## config.mk

```make
export PLATFORM = sky130hd
export DESIGN_NAME = sarsq_top
export DESIGN_NICKNAME = d
export VERILOG_FILES = /design/src/hdl/sarsq_pkg.sv /design/src/hdl/sarsq_top.sv /design/src/hdl/sarsq_tick.sv
export SDC_FILE = /design/constraint.sdc
export NUM_CORES = 1
export LEC_CHECK = 0
export BUFFER_PORTS_ARGS = -buffer_cell sky130_fd_sc_hd__buf_2
export CORE_MARGIN = 2
export CORE_UTILIZATION = 45
export DETAILED_ROUTE_END_ITERATION = 8
export PLACE_DENSITY = 0.74
export SYNTH_ARGS = -nofsm -noshare
export SYNTH_HDL_FRONTEND = slang
export SYNTH_SLANG_ARGS = --single-unit
```

## constraint.sdc

```tcl
create_clock -name sys_clk -period 4.5 [get_ports sys_clk]
set_input_delay 0.225 -clock sys_clk [delete_from_list [all_inputs] [get_ports sys_clk]]
set_output_delay 0.225 -clock sys_clk [all_outputs]
set_load 0.03 [all_outputs]
```

## src/hdl/sarsq_pkg.sv

```systemverilog
/*
 package for the sar converter scan sequencer: timing counts, widths, encodings.
 assumes a 10 MHz system clock; the converter clock is derived by the sequencer itself.
*/
package sarsq_pkg;
   localparam int SYS_CLK_HZ = 10000000;
   localparam int CONV_CLK_MAX_HZ = 18000000;
   // the conversion clock may not exceed this, so divider never goes below this
   localparam int CONV_DIV_MIN = (SYS_CLK_HZ + CONV_CLK_MAX_HZ - 1) / CONV_CLK_MAX_HZ;
   localparam int CONV_CYCLES_MIN = 18;
   localparam int RESULT_BITS = 12;
   localparam int CHAN_STD = 8;
   localparam int CHAN_MAX = 16;
   localparam int CHAN_IDX_BITS = 4;
   localparam int SAMPLE_BITS = 8;
   localparam int DIV_BITS = 8;
   localparam logic [DIV_BITS-1:0] DIV_RESET = 8'h01;
   localparam logic [SAMPLE_BITS-1:0] SAMPLE_RESET = 8'h03;
   localparam logic [RESULT_BITS-1:0] LIMIT_LOW_RESET = 12'h000;
   localparam logic [RESULT_BITS-1:0] LIMIT_HIGH_RESET = 12'hFFF;
   typedef enum logic [1:0] {
      SARSQ_REF_SUPPLY = 2'b00,
      SARSQ_REF_HALF_SUPPLY = 2'b01,
      SARSQ_REF_BANDGAP = 2'b10,
      SARSQ_REF_EXTERNAL = 2'b11
   } sarsq_ref_type;
   typedef enum logic [1:0] {
      SARSQ_IDLE = 2'b00,
      SARSQ_SAMPLE = 2'b01,
      SARSQ_CONVERT = 2'b10
   } sarsq_state_type;
endpackage

```

## src/hdl/sarsq_top.sv

```systemverilog
/*
 scan sequencer and control for a 12-bit successive-approximation converter.
 assumes the analog front end answers each bit trial on cmp_in by the next conversion tick;
 all control and status bits are plain ports, no register bus.
*/
// Functional notes
// - conversion clock never exceeds 18 MHz
// - conversion spans at least 18 conversion clocks
// - reference select among four sources
// - sample window length is programmable
// - eight channels scanned standard, sixteen when extended; firmware steps reach all sixteen
// - scan visits enabled channels autonomously
// - no idle cycles between channels
// - scan machine or firmware steps channel
// - one result holding register per channel
// - per-channel sample time applied each conversion
// - out-of-range interrupt on limit window violation
// - range check on each fresh result
// - temperature sensor selectable as input
// - no conversions in low-power states
// - sequencer drives amplifier routing switches
`timescale 1ns/10ps
module sarsq_top
   import sarsq_pkg::*;
#(
   parameter int NUM_CHAN = sarsq_pkg::CHAN_MAX,
   parameter int SW_BITS = 4
) (
   input wire logic sys_clk,
   input wire logic rstn,
   input wire logic clk_en,
   input wire logic active_mode,
   input wire logic scan_start,
   input wire logic continuous,
   input wire logic fw_step_mode,
   input wire logic fw_step,
   input wire logic [sarsq_pkg::CHAN_IDX_BITS-1:0] fw_chan,
   input wire logic extend_16,
   input wire logic [sarsq_pkg::CHAN_MAX-1:0] chan_enable,
   input wire logic temp_sel,
   input wire logic [sarsq_pkg::DIV_BITS-1:0] conv_div,
   input wire logic [sarsq_pkg::CHAN_MAX*sarsq_pkg::SAMPLE_BITS-1:0] sample_time,
   input wire logic [sarsq_pkg::CHAN_MAX*SW_BITS-1:0] chan_switches,
   input wire sarsq_pkg::sarsq_ref_type ref_sel,
   input wire logic [sarsq_pkg::RESULT_BITS-1:0] limit_low,
   input wire logic [sarsq_pkg::RESULT_BITS-1:0] limit_high,
   input wire logic range_irq_clear,
   input wire logic cmp_in,
   input wire logic [sarsq_pkg::CHAN_IDX_BITS-1:0] read_chan,
   output logic [sarsq_pkg::RESULT_BITS-1:0] read_data,
   output logic [sarsq_pkg::CHAN_IDX_BITS-1:0] mux_chan,
   output logic mux_temp,
   output logic [1:0] ref_out,
   output logic sample_hold,
   output logic [sarsq_pkg::RESULT_BITS-1:0] dac_code,
   output logic [SW_BITS-1:0] amp_switches,
   output logic busy,
   output logic result_valid,
   output logic [sarsq_pkg::RESULT_BITS-1:0] result_data,
   output logic [sarsq_pkg::CHAN_IDX_BITS-1:0] result_chan,
   output logic range_irq,
   output logic scan_done
);
   import sarsq_pkg::*;

   if (NUM_CHAN != CHAN_MAX || SW_BITS < 1) begin
      $error("sarsq_top: NUM_CHAN must be 16 and SW_BITS at least 1");
   end

   sarsq_state_type state_reg;
   logic [CHAN_IDX_BITS-1:0] chan_reg;
   logic [SAMPLE_BITS-1:0] samp_cnt_reg;
   logic [4:0] conv_cnt_reg;
   logic [RESULT_BITS-1:0] sar_reg;
   logic [RESULT_BITS-1:0] trial_reg;
   logic [RESULT_BITS-1:0] result_mem [CHAN_MAX];
   logic [2:0] cmp_sync_reg;
   logic cmp_level_reg;
   logic [DIV_BITS-1:0] div_eff;
   logic tick;
   logic [CHAN_MAX-1:0] live_mask;
   logic [CHAN_IDX_BITS-1:0] next_chan;
   logic next_found;
   logic [CHAN_IDX_BITS-1:0] first_chan;
   logic first_found;
   logic conv_last;
   logic [RESULT_BITS-1:0] final_code;
   logic launch;

   // first enabled channel at or after a start index; used twice
   function automatic logic [CHAN_IDX_BITS:0] find_chan(input logic [CHAN_MAX-1:0] mask,
                                                        input logic [CHAN_IDX_BITS:0] from);
      logic [CHAN_IDX_BITS:0] hit;
      hit = {1'b0, {CHAN_IDX_BITS{1'b0}}};
      for (int i = CHAN_MAX - 1; i >= 0; i--) begin
         if (mask[i] && i >= int'(from)) begin
            hit = {1'b1, CHAN_IDX_BITS'(i)};
         end
      end
      return hit;
   endfunction

   function automatic logic [SAMPLE_BITS-1:0] samp_of(input logic [CHAN_IDX_BITS-1:0] ch,
                                                     input logic [CHAN_MAX*SAMPLE_BITS-1:0] tbl);
      return tbl[ch*SAMPLE_BITS +: SAMPLE_BITS];
   endfunction

   // upper eight channels are scanned only in the extended configuration; firmware steps take fw_chan unmasked
   assign live_mask = extend_16 ? chan_enable : {{(CHAN_MAX-CHAN_STD){1'b0}}, chan_enable[CHAN_STD-1:0]};
   // clamp so the conversion clock stays at or below its ceiling
   assign div_eff = (conv_div < DIV_BITS'(CONV_DIV_MIN)) ? DIV_BITS'(CONV_DIV_MIN) : conv_div;

   sarsq_tick #(
      .DIV_BITS(DIV_BITS)
   ) u_tick (
      .sys_clk(sys_clk),
      .rstn(rstn),
      .clk_en(clk_en),
      .run(state_reg != SARSQ_IDLE),
      .div_val(div_eff),
      .tick(tick)
   );

   // skipping happens in one combinational search, so disabled channels cost no cycles
   always_comb begin
      logic [CHAN_IDX_BITS:0] n;
      logic [CHAN_IDX_BITS:0] f;
      n = find_chan(live_mask, {1'b0, chan_reg} + 1'b1);
      f = find_chan(live_mask, '0);
      next_chan = n[CHAN_IDX_BITS-1:0];
      next_found = n[CHAN_IDX_BITS];
      first_chan = f[CHAN_IDX_BITS-1:0];
      first_found = f[CHAN_IDX_BITS];
   end

   // comparator answer crosses from the analog side
   always_ff @(posedge sys_clk) begin
      if (!rstn) begin
         cmp_sync_reg <= 3'h0;
         cmp_level_reg <= 1'b0;
      end else if (clk_en) begin
         cmp_sync_reg <= {cmp_sync_reg[1:0], cmp_in};
         if (cmp_sync_reg[2] == cmp_sync_reg[1]) begin
            cmp_level_reg <= cmp_sync_reg[2];
         end
      end
   end

   // 12 bit trials plus settle cycles give 18 ticks in all
   assign conv_last = tick && conv_cnt_reg == 5'(CONV_CYCLES_MIN - 1);
   assign final_code = sar_reg;
   assign launch = active_mode && (fw_step_mode ? fw_step : scan_start);

   always_ff @(posedge sys_clk) begin
      if (!rstn) begin
         state_reg <= SARSQ_IDLE;
         chan_reg <= '0;
         samp_cnt_reg <= '0;
         conv_cnt_reg <= '0;
         busy <= 1'b0;
         scan_done <= 1'b0;
      end else if (clk_en) begin
         scan_done <= 1'b0;
         if (!active_mode) begin
            // high-speed clock is gone outside active modes: abandon any conversion
            state_reg <= SARSQ_IDLE;
            busy <= 1'b0;
         end else begin
            unique case (state_reg)
               SARSQ_IDLE: begin
                  if (launch && (fw_step_mode || first_found)) begin
                     chan_reg <= fw_step_mode ? fw_chan : first_chan;
                     state_reg <= SARSQ_SAMPLE;
                     samp_cnt_reg <= '0;
                     busy <= 1'b1;
                  end
               end
               SARSQ_SAMPLE: begin
                  if (tick) begin
                     if (samp_cnt_reg + 1'b1 >= samp_of(chan_reg, sample_time)) begin
                        state_reg <= SARSQ_CONVERT;
                        conv_cnt_reg <= '0;
                     end else begin
                        samp_cnt_reg <= samp_cnt_reg + 1'b1;
                     end
                  end
               end
               SARSQ_CONVERT: begin
                  if (tick) begin
                     conv_cnt_reg <= conv_cnt_reg + 1'b1;
                  end
                  if (conv_last) begin
                     // next channel goes straight into sampling, no gap tick
                     if (!fw_step_mode && next_found) begin
                        chan_reg <= next_chan;
                        state_reg <= SARSQ_SAMPLE;
                        samp_cnt_reg <= '0;
                     end else if (!fw_step_mode && continuous && first_found) begin
                        chan_reg <= first_chan;
                        state_reg <= SARSQ_SAMPLE;
                        samp_cnt_reg <= '0;
                        scan_done <= 1'b1;
                     end else begin
                        state_reg <= SARSQ_IDLE;
                        busy <= 1'b0;
                        scan_done <= !fw_step_mode;
                     end
                  end
               end
               default: begin
                  state_reg <= SARSQ_IDLE;
                  busy <= 1'b0;
               end
            endcase
         end
      end
   end

   // successive approximation: bit trials on ticks 2..13, rest is settle and transfer
   always_ff @(posedge sys_clk) begin
      if (!rstn) begin
         sar_reg <= '0;
         trial_reg <= '0;
      end else if (clk_en) begin
         if (state_reg != SARSQ_CONVERT) begin
            sar_reg <= '0;
            trial_reg <= {1'b1, {(RESULT_BITS-1){1'b0}}};
         end else if (tick && conv_cnt_reg >= 5'd1 && conv_cnt_reg <= 5'(RESULT_BITS)) begin
            if (conv_cnt_reg == 5'd1) begin
               sar_reg <= trial_reg;
            end else begin
               sar_reg <= (cmp_level_reg ? sar_reg : (sar_reg & ~(trial_reg << 1))) | trial_reg;
            end
            trial_reg <= trial_reg >> 1;
         end else if (tick && conv_cnt_reg == 5'(RESULT_BITS + 1)) begin
            // trial register is already empty here, so the last bit is cleared by position
            if (!cmp_level_reg) begin
               sar_reg <= {sar_reg[RESULT_BITS-1:1], 1'b0};
            end
         end
      end
   end

   always_ff @(posedge sys_clk) begin
      if (!rstn) begin
         result_valid <= 1'b0;
         result_data <= '0;
         result_chan <= '0;
      end else if (clk_en) begin
         result_valid <= conv_last && active_mode;
         if (conv_last) begin
            result_data <= final_code;
            result_chan <= chan_reg;
         end
      end
   end

   // results kept per channel so software may collect them late
   always_ff @(posedge sys_clk) begin
      if (!rstn) begin
         for (int i = 0; i < CHAN_MAX; i++) begin
            result_mem[i] <= '0;
         end
         read_data <= '0;
      end else if (clk_en) begin
         if (conv_last && active_mode) begin
            result_mem[chan_reg] <= final_code;
         end
         read_data <= result_mem[read_chan];
      end
   end

   // checked on the fresh code, not on the buffer; a set beats a same-cycle clear
   always_ff @(posedge sys_clk) begin
      if (!rstn) begin
         range_irq <= 1'b0;
      end else if (clk_en) begin
         if (conv_last && active_mode && (final_code < limit_low || final_code > limit_high)) begin
            range_irq <= 1'b1;
         end else if (range_irq_clear) begin
            range_irq <= 1'b0;
         end
      end
   end

   // analog front end steering follows the channel being sampled
   always_ff @(posedge sys_clk) begin
      if (!rstn) begin
         mux_chan <= '0;
         mux_temp <= 1'b0;
         ref_out <= SARSQ_REF_SUPPLY;
         sample_hold <= 1'b0;
         dac_code <= '0;
         amp_switches <= '0;
      end else if (clk_en) begin
         mux_chan <= chan_reg;
         mux_temp <= temp_sel;
         ref_out <= ref_sel;
         sample_hold <= state_reg == SARSQ_SAMPLE && active_mode;
         dac_code <= sar_reg;
         amp_switches <= state_reg == SARSQ_IDLE ? '0 : chan_switches[chan_reg*SW_BITS +: SW_BITS];
      end
   end
endmodule

```

## src/hdl/sarsq_tick.sv

```systemverilog
/*
 conversion clock tick generator: one-cycle tick every div_val enabled system clocks.
 assumes div_val is at least one; a zero is served as one.
*/
`timescale 1ns/10ps
module sarsq_tick #(
   parameter int DIV_BITS = 8
) (
   input wire logic sys_clk,
   input wire logic rstn,
   input wire logic clk_en,
   input wire logic run,
   input wire logic [DIV_BITS-1:0] div_val,
   output logic tick
);
   logic [DIV_BITS-1:0] cnt_reg;

   always_ff @(posedge sys_clk) begin
      if (!rstn) begin
         cnt_reg <= '0;
         tick <= 1'b0;
      end else if (clk_en) begin
         // restart phase when idle so every scan starts on the same grid
         if (!run || cnt_reg + 1'b1 >= div_val) begin
            cnt_reg <= '0;
            tick <= run;
         end else begin
            cnt_reg <= cnt_reg + 1'b1;
            tick <= 1'b0;
         end
      end
   end
endmodule

```

Word level (Yosys, flattened, before mapping)
Memory sizes are Yosys's and may differ from the RTL's. A register that Yosys moved wholly into a read port is not among the register bits. Cells that the tools add are included.

Input bits: 262. Bits in writable memories: 192. Memories: 1. Register bits: 100. Output and inout bits: 56. Word-level logic and storage cells: 223.

Reduce and logical (&&, ||, !) cells: 53. Order comparisons: 23. Equality and inequality tests: 22. Shift operators: 2. $add $sub $neg: 4. Bitwise gates (word level): 3. Mux-type cells: 92.

Memory list: result_mem (words 16, bits a word 12, read ports 1, clocked after Yosys merged registers in 1, write ports 16, line sarsq_top.sv:76) `logic [RESULT_BITS-1:0] result_mem [CHAN_MAX];`.

Operators with widths (count): 2-to-1 mux 5 bit (35); indexed part select 128 x 8 -> 8 bit (1); 2-to-1 mux 12 bit (7); 2-to-1 mux 8 bit (8); indexed part select 64 x 7 -> 4 bit (1); greater-or-equal comparator 4 x 5 -> 1 bit (first input constant) (8); logical AND 1 bit (28); 2-to-1 mux 4 bit (7); 2-to-1 mux 1 bit (24); one-hot mux 8 bit (3 select lines) (1); greater-or-equal comparator 3 x 5 -> 1 bit (first input constant) (4); inequality test 3 bit (second input constant) (6); AND reduction 6 bit (3); adder 8 x 1 -> 8 bit (second input constant) (2); greater-or-equal comparator 8 bit (2); 2-to-1 mux 16 bit (1); bitwise AND 12 bit (1); greater-than comparator 12 bit (1); less-than comparator 12 bit (1); inequality test 2 bit (second input constant) (6); inverter 12 bit (1); bitwise OR 12 bit (1); OR reduction 12 bit (1); greater-or-equal comparator 1 x 5 -> 1 bit (first input constant) (2); 29 further kinds (47).

Depth between registers and ports, before layout
Depth in word-level cells: 24. Depth in mapped cells: 16. Mapped depth without buffers: 12.

By module
A second synthesis with hierarchy kept.

Cells, all modules: 1465. Area total of the unflattened synthesis: 16957.5 um^2.

Modules (own cells, without submodules): sarsq_top (area an instance 16211.8 um^2, cells an instance 1377, instances 1, seq. area each 7827.5 um^2); sarsq_tick (area an instance 745.7 um^2, cells an instance 88, instances 1, seq. area each 180.2 um^2).

Least setup slack after synthesis
Ideal clock, no wire load.

Path type: reg2reg. From: register chan_reg[0]. To: register samp_cnt_reg[1]. Cell stages (with the launch flop): 17. Path buffers: 4. Data arrival time: 3.932 ns. Period minus slack after synthesis: 4.003 ns. Setup time: 0.072 ns. Setup slack: 0.497 ns. Required time: 4.428 ns. Path through: dfxtp_1 buf_2 buf_2 clkbuf_1 mux4_2 mux4_2 ha_1 nand2b_1 a21o_1 a21o_1 a21oi_1 o21a_1 nor2_1 o31a_1 and3b_1 buf_6 mux2i_1.

Cells in the longest elaborated chain, start to end: 23. Elaborated cells between the ends (all ways): 58. Classes of those cells: add/sub (1); order compare (17); eq/ne (2); shift (1); mux (19); reduce/logical (18).

Ends and longest elaborated chain: start, declared (line sarsq_top.sv:71) `logic [CHAN_IDX_BITS-1:0] chan_reg;`; start signal, assigned (line sarsq_top.sv:172) `chan_reg <= fw_step_mode ? fw_chan : first_chan;`; start signal, assigned (line sarsq_top.sv:195) `chan_reg <= next_chan;`; start signal, assigned (line sarsq_top.sv:199) `chan_reg <= first_chan;`; adder 4 x 1 -> 5 bit (line sarsq_top.sv:128) `n = find_chan(live_mask, {1'b0, chan_reg} + 1'b1);`; greater-or-equal comparator 4 x 5 -> 1 bit (line sarsq_top.sv:96) `if (mask[i] && i >= int'(from)) begin`; logical AND 1 bit (line sarsq_top.sv:96); 2-to-1 mux 5 bit (16 in series) (line sarsq_top.sv:96); logical AND 1 bit (line sarsq_top.sv:194) `if (!fw_step_mode && next_found) begin`; 2-to-1 mux 8 bit (line sarsq_top.sv:194); 2-to-1 mux 8 bit (line sarsq_top.sv:192) `if (conv_last) begin`; one-hot mux 8 bit (3 select lines) (line sarsq_top.sv:169) `unique case (state_reg)`; end signal, assigned (line sarsq_top.sv:184) `samp_cnt_reg <= samp_cnt_reg + 1'b1;`; end, declared (line sarsq_top.sv:72) `logic [SAMPLE_BITS-1:0] samp_cnt_reg;`.

Parallel ways exist; a longest one is shown, timed or not. The select of a mux whose other input is x is not followed. A chain may end at the register's enable or synchronous reset.

Final worst setup path
Same ends and word-level chain as after synthesis.

==> results.py <==
metrics = {
    "clocking": {
        "cts_root_buf": "clkbuf_16",
        "postCtsHoldBufs": 5,
        "clockBufferDepth": 3,
        "h-tree-depth": 1,
        "cts_resized": 0,
        "clock_latency_ns": 0.57,
        "cts_setup_buffers": 0,
        "cts.sinks": 304,
        "cts_buffers": 30,
        "cts_tree": "done",
        "clk_pin_slew_worst_paths_ns": 0.06,
    },
    "die": {
        "ioPinCount": 318,
        "fp.coreArea_um2": 37400,
        "rows": 71,
        "die_w_um": 198.2,
        "die-area_um2": 39290,
        "die-height_um": 198.2,
        "initial_utilization_pct": 45.39,
    },
    "synth": {
        "yosysTopAreaCell": "edfxtp_1",
        "yosysWarnings": 0,
        "synth_area_um2": 16980,
        "ys.flop_type": "edfxtp_1",
        "synth-seq-cells": 304,
        "synth_common_cells": "edfxtp_1 (192), and2_1 (185), mux4_2 (120), nand2_1 (114), dfxtp_1 (112)",
        "async_reset_ff_share_pct": 0,
        "yosysMostFrequentCell": "edfxtp_1",
        "synth_edf_count": 192,
        "syn_area_per_cell_um2": 11.73,
        "synth_cells": 1447,
        "synth_top_area_share_pct": 33.96,
        "synth_nets": 1758,
        "ys_seq_area_share_pct": 47.17,
        "post_synth_num_cell_types": 71,
        "synth_area_leaders": "edfxtp_1 (34%), mux4_2 (16%), dfxtp_1 (13%)",
    },
    "sta": {
        "max_freq_mhz": 265.3,
        "fin_crit_sh_pct": 83.76,
        "fin_setup_tns_ns": 0,
        "rsz0062_at_grt": "false",
        "worstMarginPinSlew_ns": 1.020,
        "period_minus_slack_ns": 3.769,
        "skew_ns": 0.01062,
        "slew_violations": 0,
        "setup_viol": 0,
        "final_hold_viol_count": 0,
        "holdWs_ns": 0.07021,
        "slew_headroom_pct": 32.02,
    },
    "cells_and_area": {
        "drive_above_1_share_pct": 30.46,
        "regMostFlops": "result_mem",
        "fillers": 3192,
        "nets": 2053,
        "area_growth_pct": 18.74,
        "largest_reg_flops": 192,
        "final_util_pct": 53.90,
    },
    "detailed_routing": {
        "drt_iter0_drc": 1071,
        "ant_nets": 0,
        "vias": 12993,
        "wl_per_cell_um": 21.75,
        "viasPerCell": 5.699,
        "drc": 0,
        "totalWireLength_um": 49590,
        "first_pass_iters": 7,
    },
    "worst_setup_path": {
        "cp_max_fo": 20,
        "cp.buffers_inverters": 0,
        "cp_data_arrival_time_ns": 4.27,
        "path_class": "flop to flop",
        "cpPeakStageDelay_ns": 0.57,
        "worstPathRequired_ns": 5.00,
        "slowest_stage": "dfxtp_4",
        "cp_top_family": "multiplexers",
        "cp-end-kind": "flop",
        "path_cells": "mux4_2 -> mux4_2 -> ha_1 -> nand2b_1 -> a21o_1 -> a21o_1 -> a21oi_1 -> o21a_1 -> nor2_1 -> o31a_1 -> and3b_1 -> mux2i_1",
        "startpoint_type": "flop",
    },
    "power": {
        "pwr-share-clk_pct": 38.6,
        "p_seq_share_pct": 49.0,
        "p_sw_share_pct": 23.73,
        "p_comb_share_pct": 12.4,
        "vdd_ir_drop_max_uv": 273.2,
        "p_int_mw": 4.846,
        "powerDensity_nw_per_um2": 315.2,
        "power.switching_mw": 1.508,
        "p_leak_nw": 7.987,
    },
    "status": {
        "status": "finished clean",
    },
    "global_routing": {
        "grt_pass1_vias": 13192,
        "grt_max_degree": 100,
        "grt_pass1_wl_um": 75660,
        "grt.overflow.total": 0,
        "antenna_found_initial": 3,
        "grt.total_usage_pct": 25.38,
    },
    "place": {
        "hpwlAfterDp_um": 35610,
        "portBuffers": 317,
        "gp_congestion": 0.9808,
    },
    "flow_run": {
        "drv_cap": 0,
    },
    "min_path": {
        "hold_class": "input pin to flop",
    },
}
-- kinds of logic after synthesis --
group | Yosys count | share of synthesized area (%)
AND/OR/NAND/NOR | 508 | 16.32
flip-flops | 304 | 47.17
AO/OA/AOI/OAI | 248 | 9.951
buffers and inverters | 165 | 3.892
multiplexers | 159 | 18.22
adder cells (fa/ha/maj) | 49 | 3.612
XOR/XNOR | 14 | 0.8329
-- through the flow --
step                      worst slack [ns]  area (um2)  std cells  power, mW
after global placement              0.7771       19150       2216      3.936
final                               0.7310       20160       2280      6.354
after detailed placement            0.7098       19150       2216      3.953
after CTS                           0.6933       20150       2277      6.383
after floorplan                     0.4966       16980       1447      3.640
after global routing                0.4499       20160       2280      6.558
-- routing by layer --
metal / vias to the layer above / part of all wire [%] / wire (um) / global-route usage [%]
met4: 0 / 3.5 / 1748 / 8.744
li1: 5942 / - / - / -
met1: 6396 / 41 / 20440 / 33.78
met5: - / 0 / 0 / 0
met2: 549 / 48 / 23740 / 41.44
met3: 106 / 7.4 / 3665 / 5.127
-- path summary, 6_finish.rpt --
check | from | to | slack, ns | cells after the start
worst max-delay path | chan_reg[0] | samp_cnt_reg[1] | 0.73 | 12
worst min register to register | result_valid | result_valid | 0.44 | 2
worst min-delay path | fw_chan[0] | chan_reg[0] | 0.07 | 5
worst max register to register | chan_reg[0] | samp_cnt_reg[1] | 0.73 | 12
-- layout make-up --
class                           count  area, um2  share of cell area (%)
Tap cell                          511      639.4                   3.172
Timing Repair Buffer              370       2014                   9.994
Clock buffer                       45      837.1                   4.153
Sequential cell                   304       8015                   39.76
Antenna cell                        3      7.507                 0.03724
Multi-Input combinational cell    978       8312                   41.24
Clock inverter                     11      113.9                  0.5649
Inverter                           58      217.7                   1.080
-- power by group through the flow --
stage	clock network (mW)	logic, mW	registers (mW)
6_report	2.45	0.789	3.11
5_1_grt	2.59	0.848	3.12
4_1_cts	2.48	0.789	3.11
3_5_place_dp	0	0.783	3.17
3_3_place_gp	0	0.773	3.16
2_1_floorplan	0	0.470	3.17
-- cell usage in the layout (no fill, tap or decap), types with 49 or more instances in the layout --
cell type	netlist	routed
mux4_2	120	120
o21ai_0	60	58
nand2_1	114	114
buf_4	3	49
and2_1	185	185
ha_1	49	49
buf_2	12	315
edfxtp_1	192	192
nor2b_1	56	56
dfxtp_1	112	108
inv_1	57	57
-- tightest hold or removal path: cells and delay by family --
kind                   cells  cell delay [ns]
AOI/OAI and AO/OA          2             0.16
buffers and inverters      1             0.10
and+or+nand+nor            2             0.12
No activity file was read; power rests on OpenSTA's default activity.
